==> src/verilog/eisw_cfg.svh <==
`ifndef EISW_CFG_SVH
`define EISW_CFG_SVH
// Register offsets
`define EISW_OFF_PSW      12'h000
`define EISW_OFF_EXEC     12'h004
`define EISW_OFF_INTR     12'h008
// Field positions
`define EISW_ISA_BIT      24
`define EISW_ICIT_HI_MSB  26
`define EISW_ICIT_HI_LSB  25
`define EISW_ICIT_LO_MSB  15
`define EISW_ICIT_LO_LSB  10
`define EISW_EXC_MSB      5
// Reset values
`define EISW_EXEC_RST     11'h400
`define EISW_EXC_RST      6'h00
`define EISW_RDATA_RST    32'h0000_0000
// Exception numbers
`define EISW_EXC_THREAD   6'h00
`define EISW_EXC_NMI      6'h02
`define EISW_EXC_HARD     6'h03
`define EISW_EXC_USAGE    6'h06
`define EISW_EXC_IRQ_BASE 6'h10
// Bus encodings
`define EISW_HSIZE_WORD   3'h2
`endif

==> src/verilog/eisw_pkg.sv <==
`include "eisw_cfg.svh"
package eisw_pkg;
  typedef enum logic [1:0] {
    EISW_V_PSW  = 2'b00,
    EISW_V_EXEC = 2'b01,
    EISW_V_INTR = 2'b10,
    EISW_V_NONE = 2'b11
  } eisw_view_t;

  typedef enum logic {
    EISW_ST_RUN    = 1'b0,
    EISW_ST_LOCKUP = 1'b1
  } eisw_mode_t;

  typedef struct packed {
    logic       isa;
    logic       is_it;
    logic [7:0] field;
    logic       resume;
  } eisw_exec_st_t;

  typedef struct packed {
    eisw_mode_t mode;
    logic       fault;
    logic [5:0] excnum;
  } eisw_top_st_t;

  typedef struct packed {
    logic [31:0] rdata;
  } eisw_ahb_st_t;

  function automatic eisw_view_t eisw_view_of(input logic [11:0] addr);
    case (addr)
      `EISW_OFF_PSW:  eisw_view_of = EISW_V_PSW;
      `EISW_OFF_EXEC: eisw_view_of = EISW_V_EXEC;
      `EISW_OFF_INTR: eisw_view_of = EISW_V_INTR;
      default:        eisw_view_of = EISW_V_NONE;
    endcase
  endfunction
endpackage

==> src/verilog/eisw_ahb_slave.sv <==
`timescale 1ns/1ps
module eisw_ahb_slave (
  input  wire logic        hclk,
  input  wire logic        hresetn,
  input  wire logic        hce,
  input  wire logic        hsel,
  input  wire logic [1:0]  htrans,
  input  wire logic        hwrite,
  input  wire logic [2:0]  hsize,
  input  wire logic        hready,
  input  wire logic [31:0] read_word,
  output logic      [31:0] hrdata,
  output logic             hreadyout,
  output logic             hresp
);
  eisw_pkg::eisw_ahb_st_t r;
  eisw_pkg::eisw_ahb_st_t next_r;
  logic                   rd_take;

  // Reads captured in the address phase; writes fall on the floor
  assign rd_take = hsel && hready && htrans[1] && !hwrite;

  always_comb begin
    next_r = r;
    if (rd_take) begin
      next_r.rdata = (hsize == `EISW_HSIZE_WORD) ? read_word : `EISW_RDATA_RST;
    end
  end

  always_ff @(posedge hclk or negedge hresetn) begin
    if (!hresetn) begin
      r <= `EISW_RDATA_RST;
    end else if (hce) begin
      r <= next_r;
    end
  end

  assign hrdata    = r.rdata;
  assign hreadyout = 1'b1;
  assign hresp     = 1'b0;
endmodule

==> src/verilog/eisw_exec_state.sv <==
`timescale 1ns/1ps
module eisw_exec_state (
  input  wire logic        hclk,
  input  wire logic        hresetn,
  input  wire logic        hce,
  input  wire logic        exc_entry_valid,
  input  wire logic        vector_bit0,
  input  wire logic        exc_return_valid,
  input  wire logic [31:0] stacked_status_word,
  input  wire logic        multi_suspend_valid,
  input  wire logic [3:0]  multi_next_reg,
  input  wire logic        branch_xchg_valid,
  input  wire logic        branch_target_bit0,
  input  wire logic        it_start_valid,
  input  wire logic [7:0]  it_start_state,
  input  wire logic        instr_retire,
  output logic             isa_state,
  output logic             cond_block_active,
  output logic      [7:0]  icit_field,
  output logic             resume_valid,
  output logic      [3:0]  resume_reg
);
  eisw_pkg::eisw_exec_st_t r;
  eisw_pkg::eisw_exec_st_t next_r;
  logic [7:0]              stk_fld;
  logic [7:0]              adv;

  function automatic logic [7:0] it_step(input logic [7:0] s);
    it_step = (s[2:0] == 3'h0) ? 8'h00 : {s[7:5], s[3:0], 1'b0};
  endfunction

  assign stk_fld = {stacked_status_word[`EISW_ICIT_LO_MSB:`EISW_ICIT_LO_LSB],
                    stacked_status_word[`EISW_ICIT_HI_MSB:`EISW_ICIT_HI_LSB]};
  assign adv     = it_step(r.field);

  always_comb begin
    next_r        = r;
    next_r.resume = 1'b0;
    if (exc_entry_valid) begin
      next_r.isa = vector_bit0;
      next_r.field = 8'h00;
      next_r.is_it = 1'b0;
    end else if (exc_return_valid) begin
      next_r.isa    = stacked_status_word[`EISW_ISA_BIT];
      next_r.field  = stk_fld;
      next_r.is_it  = |stk_fld[3:0];
      next_r.resume = !(|stk_fld[3:0]) && (|stk_fld[7:4]);
    end else if (multi_suspend_valid) begin
      next_r.field = {multi_next_reg, 4'h0};
      next_r.is_it = 1'b0;
    end else if (branch_xchg_valid) begin
      next_r.isa = branch_target_bit0;
    end else if (it_start_valid) begin
      next_r.field = it_start_state;
      next_r.is_it = |it_start_state[3:0];
    end else if (instr_retire) begin
      next_r.field = r.is_it ? adv : 8'h00;
      next_r.is_it = r.is_it && (|adv[3:0]);
    end
  end

  always_ff @(posedge hclk or negedge hresetn) begin
    if (!hresetn) begin
      r <= `EISW_EXEC_RST;
    end else if (hce) begin
      r <= next_r;
    end
  end

  assign isa_state         = r.isa;
  assign cond_block_active = r.is_it;
  assign icit_field        = r.field;
  assign resume_valid      = r.resume;
  assign resume_reg        = r.field[7:4];
endmodule

==> src/verilog/eisw_top.sv <==
`timescale 1ns/1ps
// Notes on behaviour
// - Exchange branches and pop into the program counter load the state bit from target bit 0.
// - Exception return reloads the state bit from the stacked status word.
// - Exception entry loads the state bit from bit 0 of the vector word; reset sets it to 1.
// - Executing while the state bit is clear raises a fault or enters lockup.
// - An interrupted multi-register transfer stores its next register number in bits 15:12.
// - After servicing, the transfer resumes at the register held in bits 15:12.
// - While the split field holds continuable state, bits 11:10 read as zero.
// - The split field lives in bits 15:10 and 26:25, is read-only and resets to zero.
// - Conditional-block state steps through up to four conditional instructions.
// - Bits 23:16 and 9:6 are reserved, read-only and read as zero.
// - Bits 5:0 read the number of the exception being serviced.
// - A field reads meaningful content only through a view that includes it.
// - While the split field holds continuable state, bits 26:25 read as zero.
module eisw_top (
  input  wire logic        hclk,
  input  wire logic        hresetn,
  input  wire logic        hce,
  input  wire logic        hsel,
  input  wire logic [31:0] haddr,
  input  wire logic [1:0]  htrans,
  input  wire logic        hwrite,
  input  wire logic [2:0]  hsize,
  input  wire logic [31:0] hwdata,
  input  wire logic        hready,
  output logic      [31:0] hrdata,
  output logic             hreadyout,
  output logic             hresp,
  input  wire logic        branch_xchg_valid,
  input  wire logic        branch_target_bit0,
  input  wire logic        exc_entry_valid,
  input  wire logic [5:0]  exc_entry_number,
  input  wire logic        vector_bit0,
  input  wire logic        exc_return_valid,
  input  wire logic [31:0] stacked_status_word,
  input  wire logic [5:0]  return_exc_number,
  input  wire logic        multi_suspend_valid,
  input  wire logic [3:0]  multi_next_reg,
  input  wire logic        it_start_valid,
  input  wire logic [7:0]  it_start_state,
  input  wire logic        instr_retire,
  input  wire logic        instr_exec_valid,
  output logic             isa_state,
  output logic             cond_block_active,
  output logic      [7:0]  cond_block_state,
  output logic             resume_valid,
  output logic      [3:0]  resume_reg,
  output logic      [5:0]  active_exception_number,
  output logic             exec_fault,
  output logic             lockup
);
  eisw_pkg::eisw_top_st_t r;
  eisw_pkg::eisw_top_st_t next_r;
  eisw_pkg::eisw_view_t   view;
  logic [7:0]             icit;
  logic [31:0]            psw;
  logic [31:0]            read_word;
  logic                   bad_exec;
  logic                   in_fault_handler;
  logic                   rd_take;
  logic                   wr_take;

  eisw_exec_state u_exec (
    .hclk                (hclk),
    .hresetn             (hresetn),
    .hce                 (hce),
    .exc_entry_valid     (exc_entry_valid),
    .vector_bit0         (vector_bit0),
    .exc_return_valid    (exc_return_valid),
    .stacked_status_word (stacked_status_word),
    .multi_suspend_valid (multi_suspend_valid),
    .multi_next_reg      (multi_next_reg),
    .branch_xchg_valid   (branch_xchg_valid),
    .branch_target_bit0  (branch_target_bit0),
    .it_start_valid      (it_start_valid),
    .it_start_state      (it_start_state),
    .instr_retire        (instr_retire),
    .isa_state           (isa_state),
    .cond_block_active   (cond_block_active),
    .icit_field          (icit),
    .resume_valid        (resume_valid),
    .resume_reg          (resume_reg)
  );

  eisw_ahb_slave u_ahb (
    .hclk      (hclk),
    .hresetn   (hresetn),
    .hce       (hce),
    .hsel      (hsel),
    .htrans    (htrans),
    .hwrite    (hwrite),
    .hsize     (hsize),
    .hready    (hready),
    .read_word (read_word),
    .hrdata    (hrdata),
    .hreadyout (hreadyout),
    .hresp     (hresp)
  );

  // Full status word; reserved bits tied low
  always_comb begin
    psw = 32'h0000_0000;
    psw[`EISW_ICIT_HI_MSB:`EISW_ICIT_HI_LSB] = icit[1:0];
    psw[`EISW_ISA_BIT] = isa_state;
    psw[`EISW_ICIT_LO_MSB:`EISW_ICIT_LO_LSB] = icit[7:2];
    psw[`EISW_EXC_MSB:0] = r.excnum;
  end

  assign view = eisw_pkg::eisw_view_of(haddr[11:0]);

  // Each view shows only its own subset
  always_comb begin
    case (view)
      eisw_pkg::EISW_V_PSW: begin
        read_word = psw;
      end
      eisw_pkg::EISW_V_EXEC: begin
        read_word = {psw[31:6], 6'h00};
      end
      eisw_pkg::EISW_V_INTR: begin
        read_word = {26'h000_0000, psw[5:0]};
      end
      default: begin
        read_word = 32'h0000_0000;
      end
    endcase
  end

  assign in_fault_handler = (r.excnum == `EISW_EXC_HARD) || (r.excnum == `EISW_EXC_NMI);
  assign bad_exec         = instr_exec_valid && !isa_state;
  assign rd_take          = hsel && hready && htrans[1] && !hwrite;
  assign wr_take          = hsel && hready && htrans[1] && hwrite;

  // Exception number and execution-state fault tracking
  always_comb begin
    next_r       = r;
    next_r.fault = 1'b0;
    if (exc_entry_valid) begin
      next_r.excnum = exc_entry_number;
    end else if (exc_return_valid) begin
      next_r.excnum = return_exc_number;
    end
    case (r.mode)
      eisw_pkg::EISW_ST_RUN: begin
        if (bad_exec) begin
          if (in_fault_handler) begin
            next_r.mode = eisw_pkg::EISW_ST_LOCKUP;
          end else begin
            next_r.fault = 1'b1;
          end
        end
      end
      eisw_pkg::EISW_ST_LOCKUP: begin
        next_r.mode = eisw_pkg::EISW_ST_LOCKUP;
      end
      default: begin
        next_r.mode = eisw_pkg::EISW_ST_RUN;
      end
    endcase
  end

  // Bus writes never reach this state
  always_ff @(posedge hclk or negedge hresetn) begin
    if (!hresetn) begin
      r <= {eisw_pkg::EISW_ST_RUN, 1'b0, `EISW_EXC_RST};
    end else if (hce) begin
      r <= next_r;
    end
  end

  assign cond_block_state        = icit;
  assign active_exception_number = r.excnum;
  assign exec_fault              = r.fault;
  assign lockup                  = (r.mode == eisw_pkg::EISW_ST_LOCKUP);
endmodule
==> config.mk <==
export PLATFORM = sky130hd
export DESIGN_NAME = eisw_top
export DESIGN_NICKNAME = d
export VERILOG_FILES = /design/src/verilog/eisw_pkg.sv /design/src/verilog/eisw_ahb_slave.sv /design/src/verilog/eisw_exec_state.sv /design/src/verilog/eisw_top.sv
export VERILOG_INCLUDE_DIRS = /design/src /design/src/verilog
export SDC_FILE = /design/constraint.sdc
export NUM_CORES = 1
export LEC_CHECK = 0
export BUFFER_PORTS_ARGS = -buffer_cell sky130_fd_sc_hd__buf_4
export CORE_MARGIN = 2
export CORE_UTILIZATION = 36
export CTS_BUF_LIST = sky130_fd_sc_hd__clkbuf_4 sky130_fd_sc_hd__clkbuf_8 sky130_fd_sc_hd__clkbuf_16
export CTS_CLUSTER_DIAMETER = 80
export CTS_CLUSTER_SIZE = 24
export DETAILED_ROUTE_END_ITERATION = 8
export PLACE_DENSITY_LB_ADDON = 0.2
export SLEW_MARGIN = 20
export SYNTH_ARGS = -nofsm -noshare
export SYNTH_HDL_FRONTEND = slang
export SYNTH_SLANG_ARGS = --single-unit
==> constraint.sdc <==
create_clock -name hclk -period 1.8 [get_ports hclk]
set_clock_uncertainty 0.1 [all_clocks]
set_input_delay 0.27 -clock hclk [delete_from_list [all_inputs] [get_ports hclk]]
set_output_delay 0.27 -clock hclk [all_outputs]
set_load 0.05 [all_outputs]
==> out/qor.yml, run 1 <==
critical_path:
  cp_max_fo: 3
  critPathKind: "register to register"
  crit_buf_inv: 0
  critical-path-top-delay-family: "compound AO/OA/AOI/OAI gates"
  regToRegSetupSlack_ps: 240
  crit_path_end_kind: "register"
  start_kind: "register"
  arrival_ps: 1640
  cp_slowest_cell: "dfrtp_1"
  crit_chain: "o31ai_1 -> nor2_1 -> or2_2 -> a22o_1"
  required_ps: 1880
  cpPeakStageDelay_ps: 380
power_and_ir_drop:
  leakagePower_nw: 1.38
  peakVddDrop_mv: 0.357
  clkPwrFrac: 0.274
  pwr-share-comb: 0.324
  p_sw_w: 0.000787
  seq_power_share: 0.402
  internal-power_w: 0.00138
  p_per_area_nw_per_um2: 776
  sw_frac_of_total: 0.363
timing:
  hold_viol: 0
  fin_ws_ps: 241
  drv_slew: 0
  setup_tns_ps: 0
  rsz0062_at_grt: "false"
  fmax_mhz: 641
  post-route-period-util: 0.866
  min_period_ps: 1560
  slew-limit-headroom: 0.658
  worst_pin_slew_ps: 512
  finalSetupViolCount: 0
yosys:
  yosys_warnings: 0
  synthArstFlopShare: 1.00
  synth_area_um2: 1920
  synthFlopType: "dfrtp_1"
  synth_cell_types: 44
  synth-edff-count: 0
  ys_ff_latch: 34
  syn_avg_cell_area_um2: 9.89
  netlist_instances: 194
  seq_area_frac_synth: 0.444
min_path:
  hp-class: "input pin to register"
route:
  wl_um: 5390
  drc_errors: 0
  ant_nets: 0
  drtIter0Drc: 98
  avgRoutedWirePerCell_um: 14.5
  wl_met3_um: 510
  dr.pass1.iters: 4
  top_layer: "met4"
  wl_met2_um: 2460
  vias_per_cell: 5.05
  vias: 1875
  m1WireLength_um: 2340
finish:
  final-seq-area_um2: 852
  multi_input_area_um2: 898
  num-fill-cells: 505
  layout_common_cells: "112 x buf_4, 33 x dfrtp_1, 20 x nand2_1, 19 x conb_1, 18 x a22o_1"
  final_core_util: 0.544
  drive_above_1_share: 0.432
  syn_to_final_growth_pct: 45.6
  final_common_cell: "buf_4"
  diodes: 0
  nets: 440
cts:
  clkTransAtPathRegs_ps: 70
  numCtsBuffers: 5
  cts_resized: 0
  root_buffer: "clkbuf_8"
  insertion_delay_ps: 280
  cts.path.max_buffers: 2
  cts_tree: "yes"
  cts_sinks: 34
  htree_levels: 2
floorplan:
  initial_core_util: 0.373
  core-area_um2: 5140
  die-area_um2: 5930
  die_y_um: 77.0
  die_w_um: 77.0
  row_count: 26
  io_pins: 197
placed_design:
  dp_hpwl_um: 4170
  port_buffers: 101
  place.gp.congestion: 0.787
  pre_cts_ws_ps: 49.0
grt:
  grt_usage: 0.182
  grt_overflow: 0
  grt_pass1_vias: 1723
  antenna_found_initial: 0
  grt_pass1_wl_um: 8510
  grt_max_degree: 35
job:
  cap_violations: 0
outcome:
  status: "completed"
[path summary, 6_finish.rpt]
path                       cells past startpoint              endpoint                 start
max                                            4  u_exec.icit_field[6]  u_exec.icit_field[2]
min                                            3      u_exec.isa_state           vector_bit0
max reg2reg                                    4  u_exec.icit_field[6]  u_exec.icit_field[2]
min reg2reg                                    1                lockup                lockup
max in group asynchronous                      2      u_exec.isa_state               hresetn
min in group asynchronous                      2  u_exec.icit_field[2]               hresetn
[worst register-to-register path, cell delays in order, from the launching register on]
cell	delay, ps
dfrtp_1	380
o31ai_1	320
nor2_1	100
or2_2	320
a22o_1	230
[synthesized netlist by cell type, types with 2 or more instances]
master | instances | area share
clkbuf_1 | 4 | 0.0078
a22o_1 | 18 | 0.082
or2_2 | 2 | 0.0065
nand4_1 | 2 | 0.0065
o31ai_1 | 3 | 0.012
o22ai_1 | 6 | 0.020
nor4b_1 | 2 | 0.0091
dfrtp_1 | 33 | 0.43
nand3b_1 | 6 | 0.023
nand2b_1 | 2 | 0.0065
nor2_1 | 5 | 0.0098
and2_1 | 2 | 0.0065
o21ai_0 | 17 | 0.044
nor4_1 | 4 | 0.013
inv_1 | 2 | 0.0039
a22oi_1 | 6 | 0.023
mux2i_1 | 2 | 0.010
conb_1 | 2 | 0.0039
nor3_1 | 2 | 0.0052
a21oi_1 | 8 | 0.021
buf_4 | 23 | 0.090
nand2_1 | 20 | 0.039
nor2b_1 | 2 | 0.0065
[power groups by stage]
stage / clock network, W / logic (W) / registers [W]
floorplan: 0 / 0.000297 / 0.00105
global placement: 0 / 0.000698 / 0.000884
detailed placement: 0 / 0.000704 / 0.000886
CTS: 0.000605 / 0.000706 / 0.000872
global route: 0.000635 / 0.000744 / 0.000882
finish: 0.000595 / 0.000703 / 0.000872
[state kept, by name (all words and copies together) (netlist names)]
register	flops
u_exec.isa_state	1
exec_fault	1
active_exception_number	6
u_exec.cond_block_active	1
lockup	1
u_exec.icit_field	8
u_ahb.hrdata	15
u_exec.resume_valid	1
[logic make-up after synthesis]
logic type | share of synthesized area
buffers and inverters | 0.121
and+or+nand+nor | 0.163
other | 0.00391
AOI/OAI and AO/OA | 0.252
DFF | 0.444
muxes | 0.0163
[routing by layer]
layer,track usage,vias up
met5,0,-
met3,0.0459,7
li1,-,890
met1,0.250,875
met2,0.282,103
met4,0.0607,0
[through the flow]
step | hold slack [ps] | instance area [um2] | power [W] | cells
5_1_grt | 149 | 2800 | 0.00226 | 371
4_1_cts | 139 | 2800 | 0.00218 | 371
3_3_place_gp | 142 | 2690 | 0.00158 | 362
3_5_place_dp | 148 | 2690 | 0.00159 | 362
6_report | 141 | 2800 | 0.00217 | 371
2_1_floorplan | -126 | 1980 | 0.00135 | 211
[area by class of cell]
cell class | instances | share of cell area
Clock buffer | 7 | 0.0322
Timing Repair Buffer | 113 | 0.304
Sequential cell | 34 | 0.305
Multi-Input combinational cell | 143 | 0.321
Clock inverter | 1 | 0.00179
Tap cell | 70 | 0.0313
Inverter | 3 | 0.00403
[what timing repair did]
action	4_1_cts	5_1_grt
endpoints found under the hold margin	33	0
buffers inserted	0	0
endpoints found under the setup margin	0	0
hold buffers	1	0
(Power assumes the default switching activity.)
==> run 2: changes to the inputs <==
--- a/config.mk
+++ b/config.mk
@@ -7,14 +7,15 @@
 export NUM_CORES = 1
 export LEC_CHECK = 0
 export BUFFER_PORTS_ARGS = -buffer_cell sky130_fd_sc_hd__buf_4
+export CELL_PAD_IN_SITES_DETAIL_PLACEMENT = 1
+export CELL_PAD_IN_SITES_GLOBAL_PLACEMENT = 2
 export CORE_MARGIN = 2
-export CORE_UTILIZATION = 36
+export CORE_UTILIZATION = 17
 export CTS_BUF_LIST = sky130_fd_sc_hd__clkbuf_4 sky130_fd_sc_hd__clkbuf_8 sky130_fd_sc_hd__clkbuf_16
 export CTS_CLUSTER_DIAMETER = 80
 export CTS_CLUSTER_SIZE = 24
 export DETAILED_ROUTE_END_ITERATION = 8
 export PLACE_DENSITY_LB_ADDON = 0.2
-export SLEW_MARGIN = 20
 export SYNTH_ARGS = -nofsm -noshare
 export SYNTH_HDL_FRONTEND = slang
 export SYNTH_SLANG_ARGS = --single-unit
==> run 2 against run 1 <==
Effect of this change: first-iteration DRC count is 3.1% higher; non-clock buffer count is 2 higher; largest power group unchanged; hold slack worse by 0.69 ps; global-route usage is 6.8 points lower; cell area is 5.7% higher; sequential cell count stayed put; fmax is 0.31% lower; count of clock-buffer cells in the layout stayed put; clock power is 47% higher; setup slack worse by 4.8 ps; utilization is 27 points lower; critical path depth stayed put.
==> out/qor.yml, run 2 (same netlist as run 1, synthesis figures left out) <==
route:
  vias: 1892  # +0.91%
  drc_errors: 0  # unchanged
  wl_um: 6950  # +29%
  vias_per_cell: 4.27  # -15%
  drtIter0Drc: 101  # +3.1%
  dr.pass1.iters: 4  # unchanged
  ant_nets: 0  # unchanged
  avgRoutedWirePerCell_um: 15.7  # +8.0%
power_and_ir_drop:
  peakVddDrop_mv: 0.300  # -16%
  p_per_area_nw_per_um2: 837  # +7.8%
  leakagePower_nw: 1.41  # +2.6%
floorplan:
  die_y_um: 110  # +43%
  die-area_um2: 12200  # +100%
  die_w_um: 110  # +43%
  core-area_um2: 10900  # +110%
  row_count: 38  # +46%
  initial_core_util: 0.176  # -0.198
  io_pins: 197  # unchanged
cts:
  cts_sinks: 34  # unchanged
  numCtsBuffers: 5  # unchanged
  root_buffer: "clkbuf_16"
  cts_tree: "yes"
  insertion_delay_ps: 280  # about the same
  htree_levels: 2  # unchanged
  cts_resized: 0  # unchanged
  clkTransAtPathRegs_ps: 60  # about the same
  post_cts.repair.setup_buffers: 0  # unchanged
  cts.path.max_buffers: 2  # unchanged
  ctsHoldBuffers: 1  # unchanged
finish:
  largest_reg_flops: 15  # unchanged
  layout_common_cells: "114 x buf_4, 33 x dfrtp_1, 20 x nand2_1, 19 x conb_1, 18 x a22o_1"
  stdcell_count: 443  # +19%
  final-seq-area_um2: 852  # unchanged
  multi_input_area_um2: 898  # unchanged
  drive_above_1_share: 0.436  # +0.00375
  diodes: 0  # unchanged
  nets: 442  # +0.45%
  final_common_cell: "buf_4"
  num-fill-cells: 1295  # +160%
  syn_to_final_growth_pct: 53.9
critical_path:
  cp_max_fo: 3  # unchanged
  crit_path_end_kind: "register"
  arrival_ps: 1620  # -20 ps
  critPathKind: "register to register"
  start_kind: "register"
  required_ps: 1860  # -20 ps
job:
  cap_violations: 0  # unchanged
grt:
  antenna_found_initial: 0  # unchanged
  grt_max_degree: 35  # unchanged
  grt_overflow: 0  # unchanged
  grt_pass1_vias: 1960  # +14%
  grt_usage: 0.114  # -0.0684
  grt_pass1_wl_um: 10500  # +23%
min_path:
  hp-class: "input pin to register"
timing:
  fmax_mhz: 639  # -0.31%
  slew-limit-headroom: 0.642  # -0.0164
  hold_viol: 0  # unchanged
  rsz0062_at_grt: "false"
  holdWs_ps: 141  # -0.691 ps
  drv_slew: 0  # unchanged
  worst_pin_slew_ps: 536  # +24.5 ps
  post-route-period-util: 0.869  # +0.00269
  finalSetupViolCount: 0  # unchanged
  min_period_ps: 1560  # +4.83 ps
  setup_tns_ps: 0  # unchanged
outcome:
  status: "completed"
placed_design:
  port_buffers: 101  # unchanged
  place.gp.congestion: 0.758  # -3.7%
  dp_hpwl_um: 5450  # +31%
  placed_cells: 434  # +20%
run 2: area by class of cell:
| class | instances | share of cell area |
|---|---|---|
| inverters | 3 | 0.00381 |
| clock buffers | 7 | 0.0496 |
| multi-input cells | 143 | 0.304 |
| repair buffers | 115 | 0.293 |
| flip-flops and latches | 34 | 0.288 |
| clock inverters | 1 | 0.00169 |
| well taps | 140 | 0.0593 |
run 2: path summary, 6_finish.rpt:
path	from	end	slack, ps	cells past startpoint
max	u_exec.icit_field[2]	u_exec.icit_field[6]	240	4
min	vector_bit0	u_exec.isa_state	140	3
max reg2reg	u_exec.icit_field[2]	u_exec.icit_field[6]	240	4
min reg2reg	u_ahb.hrdata[12]	u_ahb.hrdata[12]	410	1
max in group asynchronous	hresetn	u_exec.isa_state	850	2
min in group asynchronous	hresetn	u_exec.cond_block_active	400	2
run 2: worst max-delay path: stages, from the launching register on:
cell and delay (ps):
dfrtp_1 380, o31ai_1 320, nor2_1 100, or2_2 320
a22o_1 240
run 2: where the power goes:
part,leakage [nW],internal (W),switching (W)
registers,0.447,0.000816,0.0000626
logic,0.890,0.000247,0.000469
clock network,0.0773,0.000563,0.000313
run 2: layer usage:
metal	vias to the layer above	routed length, um	GRT usage
li1	893	-	-
met1	925	2990	0.153
met2	68	3430	0.184
met3	6	456	0.0229
met4	0	79	0.0321
met5	-	0	0
run 2: through the flow:
| step | cell area [um2] | util | worst slack [ps] | total power (W) |
|---|---|---|---|---|
| after floorplan | 1980 | - | 56.2 | 0.00135 |
| after global placement | 2790 | 0.255 | 43.8 | 0.00161 |
| after detailed placement | 2790 | 0.255 | 32.4 | 0.00162 |
| after CTS | 2950 | 0.270 | 218 | 0.00250 |
| after global routing | 2950 | 0.270 | 144 | 0.00259 |
| final | 2950 | 0.270 | 236 | 0.00247 |
==> run 3: changes to the inputs <==
--- a/config.mk
+++ b/config.mk
@@ -6,15 +6,15 @@
 export SDC_FILE = /design/constraint.sdc
 export NUM_CORES = 1
 export LEC_CHECK = 0
-export BUFFER_PORTS_ARGS = -buffer_cell sky130_fd_sc_hd__buf_4
 export CELL_PAD_IN_SITES_DETAIL_PLACEMENT = 1
 export CELL_PAD_IN_SITES_GLOBAL_PLACEMENT = 2
 export CORE_MARGIN = 2
-export CORE_UTILIZATION = 17
+export CORE_UTILIZATION = 31
 export CTS_BUF_LIST = sky130_fd_sc_hd__clkbuf_4 sky130_fd_sc_hd__clkbuf_8 sky130_fd_sc_hd__clkbuf_16
 export CTS_CLUSTER_DIAMETER = 80
 export CTS_CLUSTER_SIZE = 24
 export DETAILED_ROUTE_END_ITERATION = 8
+export DONT_BUFFER_PORTS = 1
 export PLACE_DENSITY_LB_ADDON = 0.2
 export SYNTH_ARGS = -nofsm -noshare
 export SYNTH_HDL_FRONTEND = slang
==> run 3 against run 2 <==
Effect of this change: register-to-register slack lost 20 ps; largest power group unchanged; total power shrank 14%; highest routed layer unchanged; largest cell class unchanged; sequential share of layout area grew 11 points.
==> out/qor.yml, run 3 (same netlist as run 1, synthesis figures left out) <==
route:
  ant_nets: 0  # unchanged
  drc_errors: 0  # unchanged
  vias_per_cell: 5.45  # +27%
  avgRoutedWirePerCell_um: 20.4  # +30%
  wl_um: 5790  # -17%
  dr.pass1.iters: 4  # unchanged
  drtIter0Drc: 41  # -59%
  vias: 1541  # -19%
critical_path:
  reg2reg_depth: 4  # unchanged
  arrival_ps: 1650  # +30 ps
  worstReg2RegStart: "u_exec.icit_field[1]"
  critPathKind: "register to register"
  required_ps: 1870  # about the same
  worstSetupStartpoint: "u_exec.icit_field[1]"
  cp_max_fo: 3  # unchanged
  start_kind: "register"
  crit_path_end_kind: "register"
grt:
  grt_pass1_wl_um: 8340  # -20%
  antenna_found_initial: 0  # unchanged
  grt_usage: 0.169  # +0.0549
  grt_overflow: 0  # unchanged
  grt_pass1_vias: 1549  # -21%
  grt_max_degree: 35  # unchanged
floorplan:
  die_w_um: 82.7  # -25%
  die_y_um: 82.7  # -25%
  initial_core_util: 0.322  # +0.147
  row_count: 28  # -26%
  io_pins: 197  # unchanged
  die-area_um2: 6840  # -44%
  core-area_um2: 5960  # -46%
timing:
  fin_ws_ps: 220  # -15.9 ps
  slew-limit-headroom: 0.633  # -0.00840
  post-route-period-util: 0.878  # +0.00881
  fmax_mhz: 633  # -1.0%
  rsz0062_at_grt: "false"
  finalSetupViolCount: 0  # unchanged
  drv_slew: 0  # unchanged
  setup_tns_ps: 0  # unchanged
  hold_viol: 0  # unchanged
  min_period_ps: 1580  # +15.9 ps
  worst_pin_slew_ps: 550  # +13.9 ps
cts:
  numCtsBuffers: 5  # unchanged
  cts_tree: "yes"
  root_buffer: "clkbuf_8"
  post_cts.repair.setup_buffers: 0  # unchanged
  cts_sinks: 34  # unchanged
  insertion_delay_ps: 280  # about the same
  htree_levels: 2  # unchanged
  cts.path.max_buffers: 2  # unchanged
  clkTransAtPathRegs_ps: 70  # about the same
placed_design:
  pre_cts_ws_ps: 113  # +80.5 ps
  port_buffers: 0  # -100%
  dp_hpwl_um: 4490  # -18%
  place.gp.congestion: 0.803  # +5.9%
  placedInstanceArea_um2: 1980  # -29%
finish:
  diodes: 0  # unchanged
  design_area_um2: 2140  # -28%
  nets: 347  # -21%
  final_common_cell: "dfrtp_1"
  syn_to_final_growth_pct: 11.3
  layout_common_cells: "33 x dfrtp_1, 20 x nand2_1, 19 x conb_1, 18 x a22o_1"
  largest_reg_flops: 15  # unchanged
  drive_above_1_share: 0.173  # -0.263
power_and_ir_drop:
  peakVddDrop_mv: 0.370  # +23%
  p_per_area_nw_per_um2: 992  # +19%
  total_power_w: 0.00212  # -14%
  leakagePower_nw: 0.929  # -34%
min_path:
  hp-class: "input pin to register"
  hold_depth: 2  # -1
  min_from: "vector_bit0"
outcome:
  status: "completed"
job:
  cap_violations: 0  # unchanged
-- run 3: repair_timing --
item / CTS / global route
setup endpoints to repair: 0 / 0
resized for setup: 0 / 0
hold buffers: 3 / 0
hold endpoints to repair: 35 / 0
-- run 3: layout make-up --
cell class                      instances  area [um2]
Sequential cell                        34         852
Multi-Input combinational cell        143         898
Fill cell                             687        3820
Inverter                                3        11.3
Clock buffer                            7        83.8
Tap cell                               75        93.8
Clock inverter                          1        30.0
Timing Repair Buffer                   20         168
-- run 3: critical path, cell delays in order, from the launching register on --
cell and delay (ps):
dfrtp_1 400, o31ai_1 310, nor2_1 100, or2_2 310
a22o_1 240
-- run 3: final timing paths --
check / endpoint / slack (ps)
min in group asynchronous: u_exec.icit_field[3] / 330
min: u_exec.isa_state / 60
max reg2reg: u_exec.icit_field[6] / 220
max in group asynchronous: u_exec.isa_state / 1010
min reg2reg: u_exec.icit_field[4] / 400
max: u_exec.icit_field[6] / 220
-- run 3: report_power, final --
part | internal, W | switching, W
registers | 0.000815 | 0.0000943
clock network | 0.000444 | 0.000270
logic | 0.000122 | 0.000374
-- run 3: metrics by stage --
step,instances,hold WS [ps],utilization
after global routing,283,51.4,0.359
after CTS,283,48.9,0.359
after global placement,272,-125,0.333
final,283,60.2,0.359
after floorplan,211,-126,-
after detailed placement,272,-125,0.333
-- run 3: per-layer routing --
| layer | up-vias | share of wire | GRT usage |
|---|---|---|---|
| met4 | 0 | 0.0067 | 0.0639 |
| met3 | 2 | 0.083 | 0.0554 |
| li1 | 702 | - | - |
| met2 | 76 | 0.50 | 0.281 |
| met1 | 761 | 0.41 | 0.201 |
| met5 | - | 0 | 0 |
